[src/verilog/csd_cfg.svh]
// Purpose: Offsets, field positions, reset values of the chip-select decoder
// Assumes: Byte addresses on a 32-bit register port
// Notes:   Definitions only
`ifndef CSD_CFG_SVH
`define CSD_CFG_SVH

// Register byte addresses
`define CSD_OFS_REGION0      32'hFFFFE400
`define CSD_OFS_REGION1      32'hFFFFE404
`define CSD_OFS_REGION2      32'hFFFFE408
`define CSD_OFS_REGION3      32'hFFFFE40C
`define CSD_OFS_CTRL         32'hFFFFE410

// Field positions of a base/mask register
`define CSD_BASE_MSB         31
`define CSD_BASE_LSB         16
`define CSD_MASK_MSB         15
`define CSD_MASK_LSB         0

// Lowest maskable address bit per region pair
`define CSD_LO_PAIR_SHIFT    14
`define CSD_HI_PAIR_SHIFT    15

// Control register fields
`define CSD_CTRL_EN_LSB      0
`define CSD_CTRL_FULL_BIT    4

// Reset values
`define CSD_RST_REGION_LO    32'h000003FF
`define CSD_RST_REGION_HI    32'h000001FF
`define CSD_RST_ENABLE       4'h4
`define CSD_RST_FULL         1'h1

`endif

[src/verilog/csd_pkg.sv]
// Purpose: Types of the chip-select decoder
// Assumes: Four select regions
// Notes:   Constants live in csd_cfg.svh
package csd_pkg;

	// Register port request
	typedef struct packed {
		logic [31:0] addr;
		logic [31:0] wdata;
		logic        wr;
		logic        rd;
	} csd_reg_req_t;

	// Bus cycle presented by core or dma
	typedef struct packed {
		logic [31:0] addr;
		logic        valid;
	} csd_bus_cyc_t;

	// Whole state of the decoder
	typedef struct packed {
		logic [3:0][31:0] region_base_mask;
		logic [3:0]       enable;
		logic             full_space;
		logic [31:0]      rdata;
		logic [3:0]       select;
	} csd_state_t;

endpackage

[src/verilog/csd_decoder.sv]
// Purpose: Four-region chip-select address decoder with register port
// Assumes: Bus addresses come from logic on clk_in, physical addresses
// Notes:   Selects are registered, one cycle after the bus cycle
//
// Chosen here: strobed register access.
`include "csd_cfg.svh"
`timescale 1ns/1ns
`default_nettype none

// Overview of operation
// - Base field bits 31..16 give address bits 31..16 of the region start.
// - Start address bits 15..0 are zero, so regions sit on 64 KB boundaries.
// - A mask bit of one drops its address bit from the compare.
// - Every bus cycle is compared against all regions.
// - Regions zero and one mask address bits 29..14 only.
// - Regions two and three mask address bits 30..15 only.
// - Regions zero and one span 16 KB up to 1 GB.
// - Regions zero and one reset with mask bits 9..0 set, all else clear.
// - Mask field sits in bits 15..0 and sets the block size.
// - Regions zero and one always compare address bits 31 and 30.
// - After reset only region two is enabled and it covers all 4 GB.
// - A select fires only for a core or dma address inside its range.
module csd_decoder
	import csd_pkg::*;
#(
	parameter int NUM_SEL = 4
) (
	// Clock and reset
	input  wire logic         clk_in,
	input  wire logic         rst_n_in,
	// Register port
	input  wire csd_reg_req_t reg_req_in,
	output logic [31:0]       reg_rdata_out,
	// Bus cycle from core or dma
	input  wire csd_bus_cyc_t bus_cyc_in,
	// Select lines, active high
	output logic [3:0]        select_out
);

	////////////////////////////////////////////////////////////////////////
	// Elaboration check
	if (NUM_SEL != 4) begin : g_bad_num
		$error("csd_decoder serves exactly four selects");
	end

	////////////////////////////////////////////////////////////////////////
	// Helpers

	// Start address of a region from its register
	function automatic logic [31:0] region_start(input logic [31:0] bm);
		region_start = {bm[`CSD_BASE_MSB:`CSD_BASE_LSB], 16'h0000};
	endfunction

	// Address bits that take part in the compare
	function automatic logic [31:0] compare_bits(input logic [31:0] bm, input logic hi_pair);
		logic [31:0] ign;
		logic [15:0] msk;
		msk = bm[`CSD_MASK_MSB:`CSD_MASK_LSB];
		if (hi_pair) begin
			ign = {1'b0, msk, 15'h7FFF};
		end else begin
			ign = {2'b00, msk, 14'h3FFF};
		end
		compare_bits = ~ign;
	endfunction

	// Match test of one address against one region
	function automatic logic region_hit(input logic [31:0] a, input logic [31:0] bm,
		input logic hi_pair);
		region_hit = (((a ^ region_start(bm)) & compare_bits(bm, hi_pair)) == 32'h00000000);
	endfunction

	////////////////////////////////////////////////////////////////////////
	// State
	csd_state_t st_q;
	csd_state_t st_d;
	logic [31:0] offs [4];

	assign offs[0] = `CSD_OFS_REGION0;
	assign offs[1] = `CSD_OFS_REGION1;
	assign offs[2] = `CSD_OFS_REGION2;
	assign offs[3] = `CSD_OFS_REGION3;

	////////////////////////////////////////////////////////////////////////
	// Next state
	always_comb begin
		logic [3:0] hit;
		st_d = st_q;
		hit = 4'h0;
		// Register writes
		if (reg_req_in.wr) begin
			for (int i = 0; i < 4; i++) begin
				if (reg_req_in.addr == offs[i]) begin
					st_d.region_base_mask[i] = reg_req_in.wdata;
				end
			end
			if (reg_req_in.addr == `CSD_OFS_CTRL) begin
				st_d.enable = reg_req_in.wdata[`CSD_CTRL_EN_LSB +: 4];
				st_d.full_space = reg_req_in.wdata[`CSD_CTRL_FULL_BIT];
			end
		end
		// Read data stands only in the cycle after the strobe
		st_d.rdata = 32'h00000000;
		if (reg_req_in.rd) begin
			for (int i = 0; i < 4; i++) begin
				if (reg_req_in.addr == offs[i]) begin
					st_d.rdata = st_q.region_base_mask[i];
				end
			end
			if (reg_req_in.addr == `CSD_OFS_CTRL) begin
				st_d.rdata = {27'h0000000, st_q.full_space, st_q.enable};
			end
		end
		// Compare every bus cycle against every region
		for (int i = 0; i < 4; i++) begin
			hit[i] = region_hit(bus_cyc_in.addr, st_q.region_base_mask[i], (i >= 2));
		end
		hit[2] = hit[2] | st_q.full_space;
		hit = hit & st_q.enable;
		// Lowest index wins on overlap
		st_d.select = 4'h0;
		if (bus_cyc_in.valid) begin
			for (int i = 3; i >= 0; i--) begin
				if (hit[i]) begin
					st_d.select = 4'h1 << i;
				end
			end
		end
	end

	////////////////////////////////////////////////////////////////////////
	// Registers
	always_ff @(posedge clk_in or negedge rst_n_in) begin
		if (!rst_n_in) begin
			st_q.region_base_mask[0] <= `CSD_RST_REGION_LO;
			st_q.region_base_mask[1] <= `CSD_RST_REGION_LO;
			st_q.region_base_mask[2] <= `CSD_RST_REGION_HI;
			st_q.region_base_mask[3] <= `CSD_RST_REGION_HI;
			st_q.enable <= `CSD_RST_ENABLE;
			st_q.full_space <= `CSD_RST_FULL;
			st_q.rdata <= 32'h00000000;
			st_q.select <= 4'h0;
		end else begin
			st_q <= st_d;
		end
	end

	// Outputs straight from flip-flops
	assign reg_rdata_out = st_q.rdata;
	assign select_out = st_q.select;

endmodule

`default_nettype wire

[config.mk]
export PLATFORM = sky130hd
export DESIGN_NAME = csd_decoder
export DESIGN_NICKNAME = d
export VERILOG_FILES = /design/src/verilog/csd_pkg.sv /design/src/verilog/csd_decoder.sv
export VERILOG_INCLUDE_DIRS = /design/src /design/src/verilog
export SDC_FILE = /design/constraint.sdc
export NUM_CORES = 1
export LEC_CHECK = 0
export BUFFER_PORTS_ARGS = -buffer_cell sky130_fd_sc_hd__clkbuf_2
export CAP_MARGIN = 20
export CORE_ASPECT_RATIO = 1.2
export CORE_MARGIN = 1.5
export CORE_UTILIZATION = 56
export DETAILED_ROUTE_END_ITERATION = 10
export GPL_TIMING_DRIVEN = 0
export PLACE_DENSITY = 0.79
export SLEW_MARGIN = 20
export SYNTH_ARGS = -nofsm -noshare
export SYNTH_HDL_FRONTEND = slang
export SYNTH_SLANG_ARGS = --single-unit
[constraint.sdc]
create_clock -name clk_in -period 4.1 [get_ports clk_in]
set_clock_uncertainty 0.15 [all_clocks]
set_input_delay 0.205 -clock clk_in [delete_from_list [all_inputs] [get_ports clk_in]]
set_output_delay 0.205 -clock clk_in [all_outputs]
set_load 0.1 [all_outputs]
* Word level (Yosys, flattened, before mapping)
Index checks and enable logic that the tools add are counted.
Word-level totals: flip-flop bits (word level) 169, output and inout port bits 36, word-level logic and storage cells 47
Operators by class: equal/unequal tests 5, mux-type cells 11, bitwise logic cells 14, reductions and logical operators 9
Operators with widths (count):
- $mux W32 | 6
- $eq A32 B32 Y1 const B | 5
- $and A32 B32 Y32 | 4
- $logic_not A32 Y1 | 4
- $xor A32 B32 Y32 | 4
- $not A30 Y32 | 2
- $not A31 Y32 | 2
- $mux W4 | 5
- $reduce_and A2 Y1 | 5
- $and A4 B4 Y4 | 1
- $or A1 B1 Y1 | 1

* Logic depth before layout (Yosys ltp)
Gate-level depths: netlist of the first run.
depth after elaboration 10, mapped depth 9, mapped depth without buffers 6

* Worst setup path after synthesis of the first run
No wires, ideal clock.
kind in2reg, start in reg_req_in[59] in the netlist's numbering, end reg st_q[159] in the netlist's numbering, setup time 0.128 ns, arrival 1.758 ns, required time 3.822 ns, slack 2.065 ns, cell stages on the path 7, path buffers 2, cells stage by stage nand4_1 -> or4_1 -> buf_2 -> nor2_4 -> nand4_1 -> buf_2 -> mux2_1
On the way: word-level cells in the longest chain between the ends 2
RTL lines:
- start: declaration | line csd_decoder.sv:32 | input wire csd_reg_req_t reg_req_in,
- $eq A32 B32 Y1 | line csd_decoder.sv:93 | if (reg_req_in.addr == offs[i]) begin
- $reduce_and A2 Y1 (no line)
- end signal: assignment | line csd_decoder.sv:144 | st_q <= st_d;
- end: declaration | line csd_decoder.sv:75 | csd_state_t st_q;
Every way passes these cells. A chain may end at the register's enable or synchronous reset.

==> run summary, run 1 <==
The number of antenna violations at the first check in global routing is 0. The endpoint arrival time on the critical path is 2.55 ns. The most used flip-flop cell after synthesis is sky130_fd_sc_hd__dfrtp_1. The die outline height came out at 138.9 um. The cell area power density came out at 330.3 mW/mm^2. In this run the clock root is driven by a sky130_fd_sc_hd__clkbuf_16.

The post-route worst setup slack came out at 1.772 ns. The register area is 0.004279 mm^2. The initial utilization of the core area, before any placement, comes to 57.35%. The achievable clock frequency is 429.6 MHz. The critical path is of the in -> reg type. The number of enable flip-flop cells after synthesis is 0. The portion of total power attributed to the clock network is 45.1%.

The first-pass detailed-route iteration total came out at 6. Summing all multi-input logic gate instances after layout gives 0.003762 mm^2. The min-delay analysis places its worst path in the category in -> reg. The run finished with clean final reports. The average wire per cell in the routed design is 22.70 um.

The dominant cell type by area after synthesis is sky130_fd_sc_hd__dfrtp_1. The portion of the post-synthesis area used by sequential elements is 49.67%. The clock tree from TritonCTS is built. The number of pins exceeding their max-slew limit in the final report is 0.

The placeable core region came out at 0.01502 mm^2. The clock sink count is 169. The maximum fanout encountered on the critical timing path came out at 10. The deepest level of the CTS H-tree is 4. The sum of negative setup slack is 0 ns. Counting flops with an async set or reset pin after synthesis yields a share of 100.0%. The post-synthesis cell count is 742. The number of synthesis warnings is 0. The design draws 3.419 mW. The net count of the finished layout is 1004. The post-route core utilization came out at 68.91%. The filler cell count in the final layout is 1115. The final cycle utilization of the critical path came out at 56.78%. The port buffer count is 107.

Clock tree synthesis inserted a total of 17 buffers. The net switching share of the total power came out at 22.79%. The number of synthesized register bits came out at 169. The net switching power is 0.7791 mW.

Setup violations remaining at the end of the flow were counted as 0. The hold violation total from the final report was 0. The die covers 0.01614 mm^2. The per-cell via count in the routed design is 6.141.

The final weighted congestion in routability-driven placement is 0.9956. The combinational power share is 6.1%. The average cell area after synthesis is 11.61 um^2. Row generation in the floorplan step produced 49 rows. The global-route wire length before repair came out at 39590 um.

The synthesized net count came out at 843. The HPWL after detailed placement is 17700 um. The share of the synthesized area in the top cell type is 37.47%.

The overall via count from detail_route came out at 6878. The buffer levels on the longest clock path is 2. After synthesis, the cell types taking the most area are sky130_fd_sc_hd__dfrtp_1 37%, sky130_fd_sc_hd__mux2_2 14%, sky130_fd_sc_hd__dfstp_2 12%.

Across the run, the number of max-cap violations was 0. The detailed router's first-iteration violation count came out at 628. STA classifies the critical path startpoint as a primary input. The via count of the first global-routing pass came to 7025. STA classifies the critical path endpoint as a register. The maximum vdd ir drop is 0.2407 mV. The fraction of final layout cells with drive strength greater than 1 came out at 40.07%. The area of the mapped netlist is 0.008615 mm^2. The count of antenna diodes in the layout came out at 0. The final antenna-violating net count came out at 0. The instance count after placement with tap cells included is 1054. The data required time of the worst path came out at 4.32 ns. From left edge to right edge, the die measures 116.2 um. The clock-pin slew reported for the worst setup and hold paths after clock tree synthesis is 0.06 ns. The clock period could shrink to 2.328 ns. Synthesis instantiated 41 different standard cells from the library.

The total I/O pin count came out at 137. Internal power comes to 2.640 mW. The normalized max-slew margin is 51.11%. The global router's overall resource usage is 33.58%.

The number of cells in the finished layout apart from fillers came out at 1120. In the routed design, unresolved DRC markers number 0. Sequential cells burn 48.8% of the power. The pin count of the biggest net entering global routing came out at 95. In this run the static leakage power is 4.931 nW.

Before CTS, the worst setup slack after placement is 1.393 ns. Wires add up to 25420 um. Compared with the post-synthesis result, the final layout area differs by 20.16%. The insertion delay to the later sink of the worst-skew pair came out at 0.44 ns. Setup repair after global routing left no endpoint under its margin. The final global-route overflow total came out at 0.

The worst-margin pin slew is 0.7334 ns. The post-CTS repair timing setup buffer count came out at 0.
-- path summary, 6_finish.rpt --
path	from	to	slack, ns	cells after the start
worst min-delay path	reg_req_in[0]	reg_rdata_out[31]$_DFF_PN0_	0.02	2
worst min register to register	st_q[40]$_DFFE_PN0P_	st_q[40]$_DFFE_PN0P_	0.38	1
worst max register to register	st_q[122]$_DFFE_PN0P_	select_out[2]$_DFF_PN0_	2.06	6
max in group asynchronous	rst_n_in	st_q[46]$_DFFE_PN1P_	2.69	3
min in group asynchronous	rst_n_in	reg_rdata_out[20]$_DFF_PN0_	0.25	2
worst max-delay path	reg_req_in[41]	reg_rdata_out[14]$_DFF_PN0_	1.77	8
-- worst max-delay path: stages --
cell                       delay, ns
sky130_fd_sc_hd__clkbuf_2       0.08
sky130_fd_sc_hd__nor4_2         0.34
sky130_fd_sc_hd__and4bb_2       0.29
sky130_fd_sc_hd__clkbuf_1       0.44
sky130_fd_sc_hd__clkbuf_1       0.56
sky130_fd_sc_hd__a22oi_1        0.18
sky130_fd_sc_hd__o22ai_1        0.22
sky130_fd_sc_hd__and3_1         0.21
-- layout make-up --
cell class	instances	area share [%]
Inverter	4	0.1450
Buffer	96	5.391
Clock buffer	23	4.617
Sequential cell	169	41.34
Multi-Input combinational cell	473	36.35
Clock inverter	9	0.8824
Timing Repair Buffer	142	8.812
Tap cell	204	2.466
-- per-layer routing --
metal	vias up	track usage (%)	wire length (um)	part of all wire, %
li1	2986	-	-	-
met3	117	7.867	2063	8.1
met1	3406	42.54	9535	38
met5	-	0	0	0
met2	369	52.11	12280	48
met4	0	20.03	1546	6.1
-- cells in the mapped netlist, types with 2 or more instances --
cell	instances
sky130_fd_sc_hd__nand3_1	6
sky130_fd_sc_hd__nor4_1	8
sky130_fd_sc_hd__a21oi_1	32
sky130_fd_sc_hd__dfrtp_1	129
sky130_fd_sc_hd__nor2b_1	6
sky130_fd_sc_hd__nand2_1	2
sky130_fd_sc_hd__a22oi_1	32
sky130_fd_sc_hd__buf_2	23
sky130_fd_sc_hd__xor2_1	5
sky130_fd_sc_hd__mux2_1	24
sky130_fd_sc_hd__o21ai_0	28
sky130_fd_sc_hd__o221ai_1	3
sky130_fd_sc_hd__and4bb_2	2
sky130_fd_sc_hd__mux2i_1	5
sky130_fd_sc_hd__o22ai_1	55
sky130_fd_sc_hd__xnor2_1	59
sky130_fd_sc_hd__buf_1	3
sky130_fd_sc_hd__and3_1	28
sky130_fd_sc_hd__inv_1	4
sky130_fd_sc_hd__o221a_2	5
sky130_fd_sc_hd__dfstp_2	40
sky130_fd_sc_hd__nor2_1	45
sky130_fd_sc_hd__nand4_1	5
sky130_fd_sc_hd__buf_6	2
sky130_fd_sc_hd__buf_4	41
sky130_fd_sc_hd__clkbuf_1	27
sky130_fd_sc_hd__mux2_2	109
-- cells by family (layout without fill, tap and decap cells) --
| logic type | count (synthesis) | after routing | share of synthesized area, % |
|---|---|---|---|
| flip-flops | 169 | 169 | 49.67 |
| AO/OA/AOI/OAI | 156 | 156 | 11.33 |
| multiplexers | 138 | 138 | 17.97 |
| AND/OR/NAND/NOR | 115 | 115 | 7.872 |
| buffers and inverters | 100 | 274 | 6.652 |
| XOR/XNOR | 64 | 64 | 6.507 |
-- what timing repair did --
action,CTS,global route
resized for setup,0,0
hold buffers,34,0
hold endpoints to repair,207,0
setup endpoints to repair,0,0
-- sequential cells by signal, indices dropped and copies added (netlist names) --
name and cells:
reg_rdata_out 32, select_out 4, st_q 133
-- power by group through the flow --
stage	sequential [mW]	clock, mW	combinational (mW)
after floorplan	1.70	0	0.0625
after global placement	1.70	0	0.174
after detailed placement	1.70	0	0.179
after CTS	1.67	1.55	0.206
after global routing	1.67	1.62	0.226
final	1.67	1.54	0.207
-- layout by cell type (no fill, tap or decap), types with 34 or more instances in the layout --
cell | Yosys | routed
sky130_fd_sc_hd__dfrtp_1 | 129 | 129
sky130_fd_sc_hd__mux2_2 | 109 | 109
sky130_fd_sc_hd__clkbuf_2 | 0 | 106
sky130_fd_sc_hd__xnor2_1 | 59 | 59
sky130_fd_sc_hd__o22ai_1 | 55 | 55
sky130_fd_sc_hd__nor2_1 | 45 | 45
sky130_fd_sc_hd__buf_4 | 41 | 41
sky130_fd_sc_hd__dfstp_2 | 40 | 40
sky130_fd_sc_hd__dlygate4sd3_1 | 0 | 34
-- per-stage QoR --
stage | area [um^2] | hold WS, ns
after floorplan | 8615 | -0.2406
after global placement | 9405 | 0.2820
after detailed placement | 9442 | 0.1708
after CTS | 10350 | 0.0004630
after global routing | 10350 | 0.005722
final | 10350 | 0.01927
Note: power is estimated with default switching activity, not from simulation.
==> run 2: changes to the inputs <==
Clock period 4.1 ns to 2.4 ns, I/O delays scaled along.
==> run 2 against run 1 <==
Sequential cell count is the same. Cell area is 0.16% higher. Critical path type unchanged. Global-route usage unchanged. Hold slack better by 0.10 ns. Register-to-register slack worse by 1.7 ns. First-iteration DRC count grew 10%.
==> run summary, run 2 (synthesized netlist as in run 1, its figures left out) <==
The final weighted congestion in routability-driven placement came out at 0.9956 (unchanged). The initial cell density of the core came out at 57.35% (unchanged). The endpoint of the worst setup timing path is reg_rdata_out[14]$_DFF_PN0_.

The run finished with clean final reports. The die outline height came to 138.9 um (unchanged). The achievable clock frequency is 445.4 MHz. The minimum clock period came out at 2.245 ns. The worst setup path is launched from a primary input. The cell area power density came out at 564.9 mW/mm^2 (+71%). The die area came out at 0.01614 mm^2 (unchanged). The DRC violation count after routing came out at 0 (unchanged).

The portion of total power attributed to the clock network was 45.2% (about the same). The number of cells upsized or downsized after cts was 0 (unchanged). The post-route core utilization is 69.02% (+0.11 points).

The x dimension of the die is 116.2 um (unchanged). The most critical setup path has its startpoint at reg_req_in[41]. The register area came out at 0.004279 mm^2 (unchanged). The combinational power share is 6.1% (about the same). The deepest level of the CTS H-tree came out at 4 (unchanged). The number of pins exceeding their max-slew limit in the final report came to 0 (unchanged). The final global-route overflow total came to 0 (unchanged).

The placeable core region is 0.01502 mm^2 (unchanged). The data required time of the worst path came out at 2.63 ns (-1.69 ns). The final routed wirelength across all metal layers was 25470 um (+0.20%).

The worst register-to-register path begins at st_q[122]$_DFFE_PN0P_. The number of failing setup endpoints in the final timing report came out at 0 (unchanged). The number of cell instances on the worst register-to-register path was 6 (unchanged).

The final cycle utilization of the critical path is 93.55%. The global router's overall resource usage came to 33.58% (unchanged). The worst setup path is captured at a register. The buffer levels on the longest clock path is 2 (unchanged). The total I/O pin count came out at 137 (unchanged). The post-CTS repair timing setup buffer count came out at 0 (unchanged). The cell area reported after detailed placement is 0.009442 mm^2 (unchanged). The average wire per cell in the routed design came out at 22.72 um (+0.11%). The global-route wire length before repair came out at 39620 um (about the same). The first-pass detailed-route iteration total came out at 6 (unchanged). The fraction of final layout cells with drive strength greater than 1 is 40.02% (-0.044 points). The per-cell via count in the routed design came to 6.128 (-0.21%). The filler cell count in the final layout is 1113 (-0.18%). The post-route total power is 5.857 mW (+71%). The critical path is of the in -> reg type. The pin count of the biggest net entering global routing came out at 95 (unchanged). Compared with the post-synthesis result, the final layout area differs by 20.35%.

The clock sink count is 169 (unchanged). The endpoint identified for the worst register-to-register timing path is select_out[2]$_DFF_PN0_. The clock-pin slew reported for the worst setup and hold paths after clock tree synthesis came to 0.06 ns (about the same). The net switching share of the total power came to 22.98% (+0.19 points). The tree is rooted in a sky130_fd_sc_hd__clkbuf_16. The most common cell after layout, fill and taps aside is sky130_fd_sc_hd__dfrtp_1. The internal portion of total power is 4.511 mW (+71%). The endpoint arrival time on the critical path is 2.47 ns (-0.08 ns). The count of antenna diodes in the layout came to 0 (unchanged).

The via count of the first global-routing pass came out at 7033 (+0.11%). The detailed router's first-iteration violation count was 693 (+10%). The worst min-delay path category is in -> reg.

Setup repair after global routing left no endpoint under its margin. The maximum fanout encountered on the critical timing path is 10 (unchanged). The worst-margin pin slew came out at 0.7390 ns (+0.005567 ns).

The number of maximum-capacitance constraint violations came to 0 (unchanged). The leakage power figure is 4.938 nW (+0.15%). The count of standard-cell rows is 49 (unchanged). The sum of negative setup slack is 0 ns (unchanged). The final cell area excluding filler cells is 0.01037 mm^2 (+0.16%).

The flip-flop count of the largest register after layout was 133 (unchanged). The HPWL reported at the end of detailed placement is 17700 um (unchanged). The multi-input gate area in the final layout was 0.003762 mm^2 (unchanged).

The hold slack is 0.1204 ns (+0.1012 ns). The normalized max-slew margin is 50.74% (-0.37 points). The library cells used most frequently in the layout, excluding fill and tap cells, are 129 x sky130_fd_sc_hd__dfrtp_1, 109 x sky130_fd_sc_hd__mux2_2, 106 x sky130_fd_sc_hd__clkbuf_2, 59 x sky130_fd_sc_hd__xnor2_1, 55 x sky130_fd_sc_hd__o22ai_1. The final antenna-violating net count is 0 (unchanged).

The overall via count from detail_route is 6870 (-0.12%). st_q holds more flip-flops than any other register. The total CTS buffers came out at 17 (unchanged). The net count of the finished layout came out at 1005 (+0.10%).

The share of power burned in registers was 48.7% (about the same). The maximum vdd ir drop is 0.4168 mV (+73%). The number of antenna violations at the first check in global routing is 0 (unchanged). The net switching power was 1.346 mW (+73%). TritonCTS built the clock tree. The hold violation total from the final report was 0 (unchanged). The port buffer count is 107 (unchanged). The reg-to-reg setup timing slack came out at 0.35 ns (-1.71 ns).

The insertion delay to the later sink of the worst-skew pair is 0.45 ns (about the same).
-- run 2: changes by cell type in the layout (fill, tap and decap cells not counted) --
cell / previous run / this run
sky130_fd_sc_hd__dlygate4sd3_1: 34 / 36
sky130_fd_sc_hd__clkbuf_1: 30 / 29
-- run 2: through the flow --
| stage | instances | worst slack [ns] |
|---|---|---|
| 2_1_floorplan | 742 | 0.4497 |
| 3_3_place_gp | 1053 | -1.897 |
| 3_5_place_dp | 1054 | -0.2218 |
| 4_1_cts | 1122 | 0.2359 |
| 5_1_grt | 1121 | 0.07464 |
| 6_report | 1121 | 0.1547 |
-- run 2: power groups by stage --
| stage | sequential [mW] | combinational [mW] | clock, mW |
|---|---|---|---|
| global route | 2.85 | 0.389 | 2.77 |
| global placement | 2.90 | 0.297 | 0 |
| detailed placement | 2.90 | 0.306 | 0 |
| floorplan | 2.90 | 0.107 | 0 |
| finish | 2.85 | 0.358 | 2.65 |
| CTS | 2.85 | 0.354 | 2.66 |
-- run 2: worst min path at each step --
stage | startpoint | to | slack (ns) | cells past startpoint
final | reg_req_in[36] | st_q[137]$_DFFE_PN1P_ | 0.12 | 3
after CTS | reg_req_in[36] | st_q[137]$_DFFE_PN1P_ | 0.12 | 3
after floorplan | rst_n_in | reg_rdata_out[0]$_DFF_PN0_ | -0.33 | 0
after global routing | reg_req_in[36] | st_q[137]$_DFFE_PN1P_ | 0.15 | 3
after global placement | bus_cyc_in[0] | select_out[0]$_DFF_PN0_ | 0.20 | 3
after detailed placement | rst_n_in | reg_rdata_out[20]$_DFF_PN0_ | 0.09 | 1
-- run 2: cell type report --
type / count / area share, %
sequential: 169 / 41.27
multi-input combinational: 473 / 36.29
timing repair buffer: 144 / 8.991
buffer: 95 / 5.346
clock buffer: 23 / 4.610
tap: 204 / 2.462
clock inverter: 9 / 0.8810
inverter: 4 / 0.1448
-- run 2: timing repair --
action | in CTS | in global routing
hold buffers | 36 | 0
endpoints found under the hold margin | 209 | 0
setup endpoints to repair | 0 | 1
-- run 2: worst max-delay path: stages --
cell	delay, ns
sky130_fd_sc_hd__clkbuf_2	0.08
sky130_fd_sc_hd__nor4_2	0.36
sky130_fd_sc_hd__and4bb_2	0.29
sky130_fd_sc_hd__clkbuf_1	0.44
sky130_fd_sc_hd__clkbuf_1	0.56
sky130_fd_sc_hd__a22oi_1	0.17
sky130_fd_sc_hd__o22ai_1	0.23
sky130_fd_sc_hd__and3_1	0.21
-- run 2: routing by layer --
metal | global-route usage [%] | part of all wire (%) | vias to the layer above
met5 | 0 | 0 | -
met4 | 19.06 | 5.7 | 0
met3 | 8.217 | 8.1 | 98
met2 | 52.69 | 49 | 358
met1 | 42.19 | 38 | 3429
li1 | - | - | 2985
==> run 3: changes to the inputs <==
Settings changed: CORE_ASPECT_RATIO 1.2 to 0.5, MAX_ROUTING_LAYER from default to met4.
==> run 3 against run 2 <==
Cell area rose by 0.75%. Cell count fell by 0.27%. Fmax down 2.3%. Sequential share of layout area fell by 0.31 points. Non-clock buffer count rose by 3. Critical path type unchanged. Critical endpoint is now reg_rdata_out[17]$_DFF_PN0_.
==> run summary, run 3 (synthesized netlist as in run 1, its figures left out) <==
The flow ran to the end, and the final reports show no timing, DRC or antenna violations. The port buffer count came out at 107 (unchanged). Setup repair after global routing left no endpoint under its margin. The maximum fanout encountered on the critical timing path came out at 10 (unchanged). The worst-margin pin slew came out at 0.6932 ns (-0.04577 ns). The hold slack is 0.05344 ns (-0.06700 ns). The count of antenna diodes in the layout came to 0 (unchanged). Traced cell by cell, the critical path runs through clkbuf_2 -> nor4_2 -> nor2b_1 -> and3_1 -> clkbuf_1 -> clkbuf_1 -> o21ai_0 -> and3_1. The library cell used as clock root buffer is sky130_fd_sc_hd__clkbuf_16. STA classifies the critical path endpoint as a register. Relative to the synthesized area, the layout overhead comes to 21.25%. The clock-pin slew reported for the worst setup and hold paths after clock tree synthesis is 0.07 ns (about the same). The data required time of the worst path is 2.58 ns (-0.05 ns). Leaving out fill and tap cells, the most frequent cells in the layout are 129 x sky130_fd_sc_hd__dfrtp_1, 109 x sky130_fd_sc_hd__mux2_2, 107 x sky130_fd_sc_hd__clkbuf_2, 59 x sky130_fd_sc_hd__xnor2_1, 55 x sky130_fd_sc_hd__o22ai_1.

The portion of total power attributed to the clock network came out at 47.0% (+1.8 points). The maximum vdd ir drop came to 0.4528 mV (+8.7%). The endpoint arrival time on the critical path came to 2.47 ns (about the same). The number of antenna violations at the first check in global routing is 0 (unchanged). The combinational power share is 6.2% (about the same). The net switching share of the total power came out at 24.40% (+1.4 points). The detailed router's first-iteration violation count came to 803 (+16%). The achievable clock frequency came out at 435.2 MHz (-2.3%). The number of cells in the finished layout apart from fillers came out at 1118 (-0.27%). The global router's overall resource usage is 35.66% (+2.1 points). The hold violation total from the final report is 0 (unchanged).

The clock tree from TritonCTS is built. The net switching power is 1.484 mW (+10%). The first-pass detailed-route iteration total is 6 (unchanged). st_q holds more flip-flops than any other register. The total CTS buffers came out at 17 (unchanged).

The leakage power figure is 4.987 nW (+1.0%). The worst hold path belongs to the class in -> async. The via count of the first global-routing pass came out at 6822 (-3.0%). The per-cell via count in the routed design is 6.352 (+3.6%). The setup path with the least slack is of type in -> reg. The post-CTS repair timing setup buffer count came out at 0 (unchanged). The total I/O pin count was 137 (unchanged). The buffer levels on the longest clock path came out at 2 (unchanged).

The net count of the finished layout came out at 1008 (+0.30%). The share of power burned in registers came out at 46.9% (-1.8 points). The insertion delay to the later sink of the worst-skew pair is 0.44 ns (about the same). The peak per-stage delay on the critical path came to 0.49 ns (-0.07 ns). The global-route wire length before repair is 40800 um (+3.0%). The most common cell after layout, fill and taps aside is sky130_fd_sc_hd__dfrtp_1. The final antenna-violating net count is 0 (unchanged). The average wire per cell in the routed design came out at 24.06 um (+5.9%). The number of maximum-capacitance constraint violations was 0 (unchanged). The post-route total power is 6.083 mW (+3.9%).

The DRC violation count after routing came out at 0 (unchanged). The overall via count from detail_route came out at 7101 (+3.4%). The instance count after placement with tap cells included came out at 1049 (-0.47%). The normalized max-slew margin came out at 53.79% (+3.1 points). The flip-flop count of the largest register after layout came out at 133 (unchanged). The pin count of the biggest net entering global routing is 73 (-23%).

The cell area power density came out at 582.4 mW/mm^2 (+3.1%). The die area came out at 0.01618 mm^2 (+0.26%). The critical path launch point type is a primary input. The x dimension of the die is 178.4 um (+54%). The final weighted congestion in routability-driven placement is 0.9906 (-0.50%). The minimum clock period is 2.298 ns (+0.05243 ns). The number of pins exceeding their max-slew limit in the final report came to 0 (unchanged). The deepest level of the CTS H-tree is 4 (unchanged). The HPWL reported at the end of detailed placement came out at 18920 um (+6.9%). The slowest cell on the critical path is sky130_fd_sc_hd__clkbuf_1. The clock sink count came out at 169 (unchanged). The fraction of final layout cells with drive strength greater than 1 is 40.43% (+0.41 points). The worst path buffer plus inverter count is 3 (unchanged).

The placeable core region came to 0.01474 mm^2 (-1.9%). The reg-to-reg setup timing slack is 0.20 ns (-0.15 ns). The die outline height is 90.70 um (-35%). The initial cell density of the core is 58.45% (+1.1 points). The final global-route overflow total came out at 0 (unchanged).

The internal portion of total power came out at 4.599 mW (+2.0%). In this design, the largest share of critical-path delay is due to simple AND/OR/NAND/NOR gates. The final cycle utilization of the critical path is 95.74% (+2.2 points).

The final routed wirelength across all metal layers was 26900 um (+5.6%). The count of standard-cell rows came out at 31 (-37%). The number of failing setup endpoints in the final timing report came out at 0 (unchanged).
==> run 3: cell types whose count changed in the layout (fill, tap and decap cells not counted), moves of 2 or more <==
cell,previous run,this run
sky130_fd_sc_hd__clkbuf_1,29,27
sky130_fd_sc_hd__clkbuf_8,4,2
sky130_fd_sc_hd__clkinvlp_4,4,2
sky130_fd_sc_hd__inv_6,1,4
sky130_fd_sc_hd__inv_8,0,2
==> run 3: timing repair <==
item / 4_1_cts / 5_1_grt
resized for setup: 0 / 2
endpoints found under the hold margin: 226 / 0
setup endpoints to repair: 0 / 3
hold buffers: 37 / 0
==> run 3: per-stage QoR <==
stage               utilization (%)  cell area (um^2)  setup TNS (ns)  setup slack (ns)
floorplan                         -              8615               0            0.4497
global placement              63.76              9398         -263.01            -1.820
detailed placement            64.19              9462          -3.131           -0.2068
CTS                           70.86             10440               0            0.1955
global route                  70.87             10450               0           0.01452
finish                        70.87             10450               0            0.1023
==> run 3: cell type report <==
class | instances | area (um^2)
Tap cell | 198 | 247.7
Multi-Input combinational cell | 473 | 3762
Buffer | 96 | 559.3
Inverter | 4 | 15.01
Clock inverter | 13 | 158.9
Fill cell | 1090 | 4294
Sequential cell | 169 | 4279
Clock buffer | 19 | 442.9
Timing Repair Buffer | 146 | 979.7
==> run 3: worst paths after layout <==
path / start / end / cells after the start
max: reg_req_in[41] / reg_rdata_out[17]$_DFF_PN0_ / 8
max in group asynchronous: rst_n_in / st_q[39]$_DFFE_PN1P_ / 4
max reg2reg: st_q[62]$_DFFE_PN0P_ / select_out[2]$_DFF_PN0_ / 5
min: rst_n_in / st_q[128]$_DFFE_PN0P_ / 3
min in group clk_in: bus_cyc_in[31] / select_out[1]$_DFF_PN0_ / 5
min reg2reg: st_q[114]$_DFFE_PN0P_ / st_q[114]$_DFFE_PN0P_ / 1
==> run 3: worst register-to-register path, delay by kind of cell, from the launching register on <==
| kind | cells | cell delay [ns] |
|---|---|---|
| AO/OA/AOI/OAI | 1 | 0.21 |
| XOR/XNOR | 1 | 0.46 |
| flip-flops | 1 | 0.41 |
| AND/OR/NAND/NOR | 3 | 0.86 |
==> run 3: power groups by stage <==
| stage | Combinational (mW) | Sequential [mW] | Clock (mW) |
|---|---|---|---|
| 2_1_floorplan | 0.107 | 2.90 | 0 |
| 3_3_place_gp | 0.300 | 2.90 | 0 |
| 3_5_place_dp | 0.317 | 2.90 | 0 |
| 4_1_cts | 0.369 | 2.85 | 2.85 |
| 5_1_grt | 0.404 | 2.85 | 2.97 |
| 6_report | 0.375 | 2.85 | 2.86 |
==> run 3: layer usage <==
metal / track usage [%] / routed length, um
met3: 10.90 / 3574
met5: - / 0
met1: 49.70 / 11320
met4: 8.819 / 450
met2: 50.74 / 11560
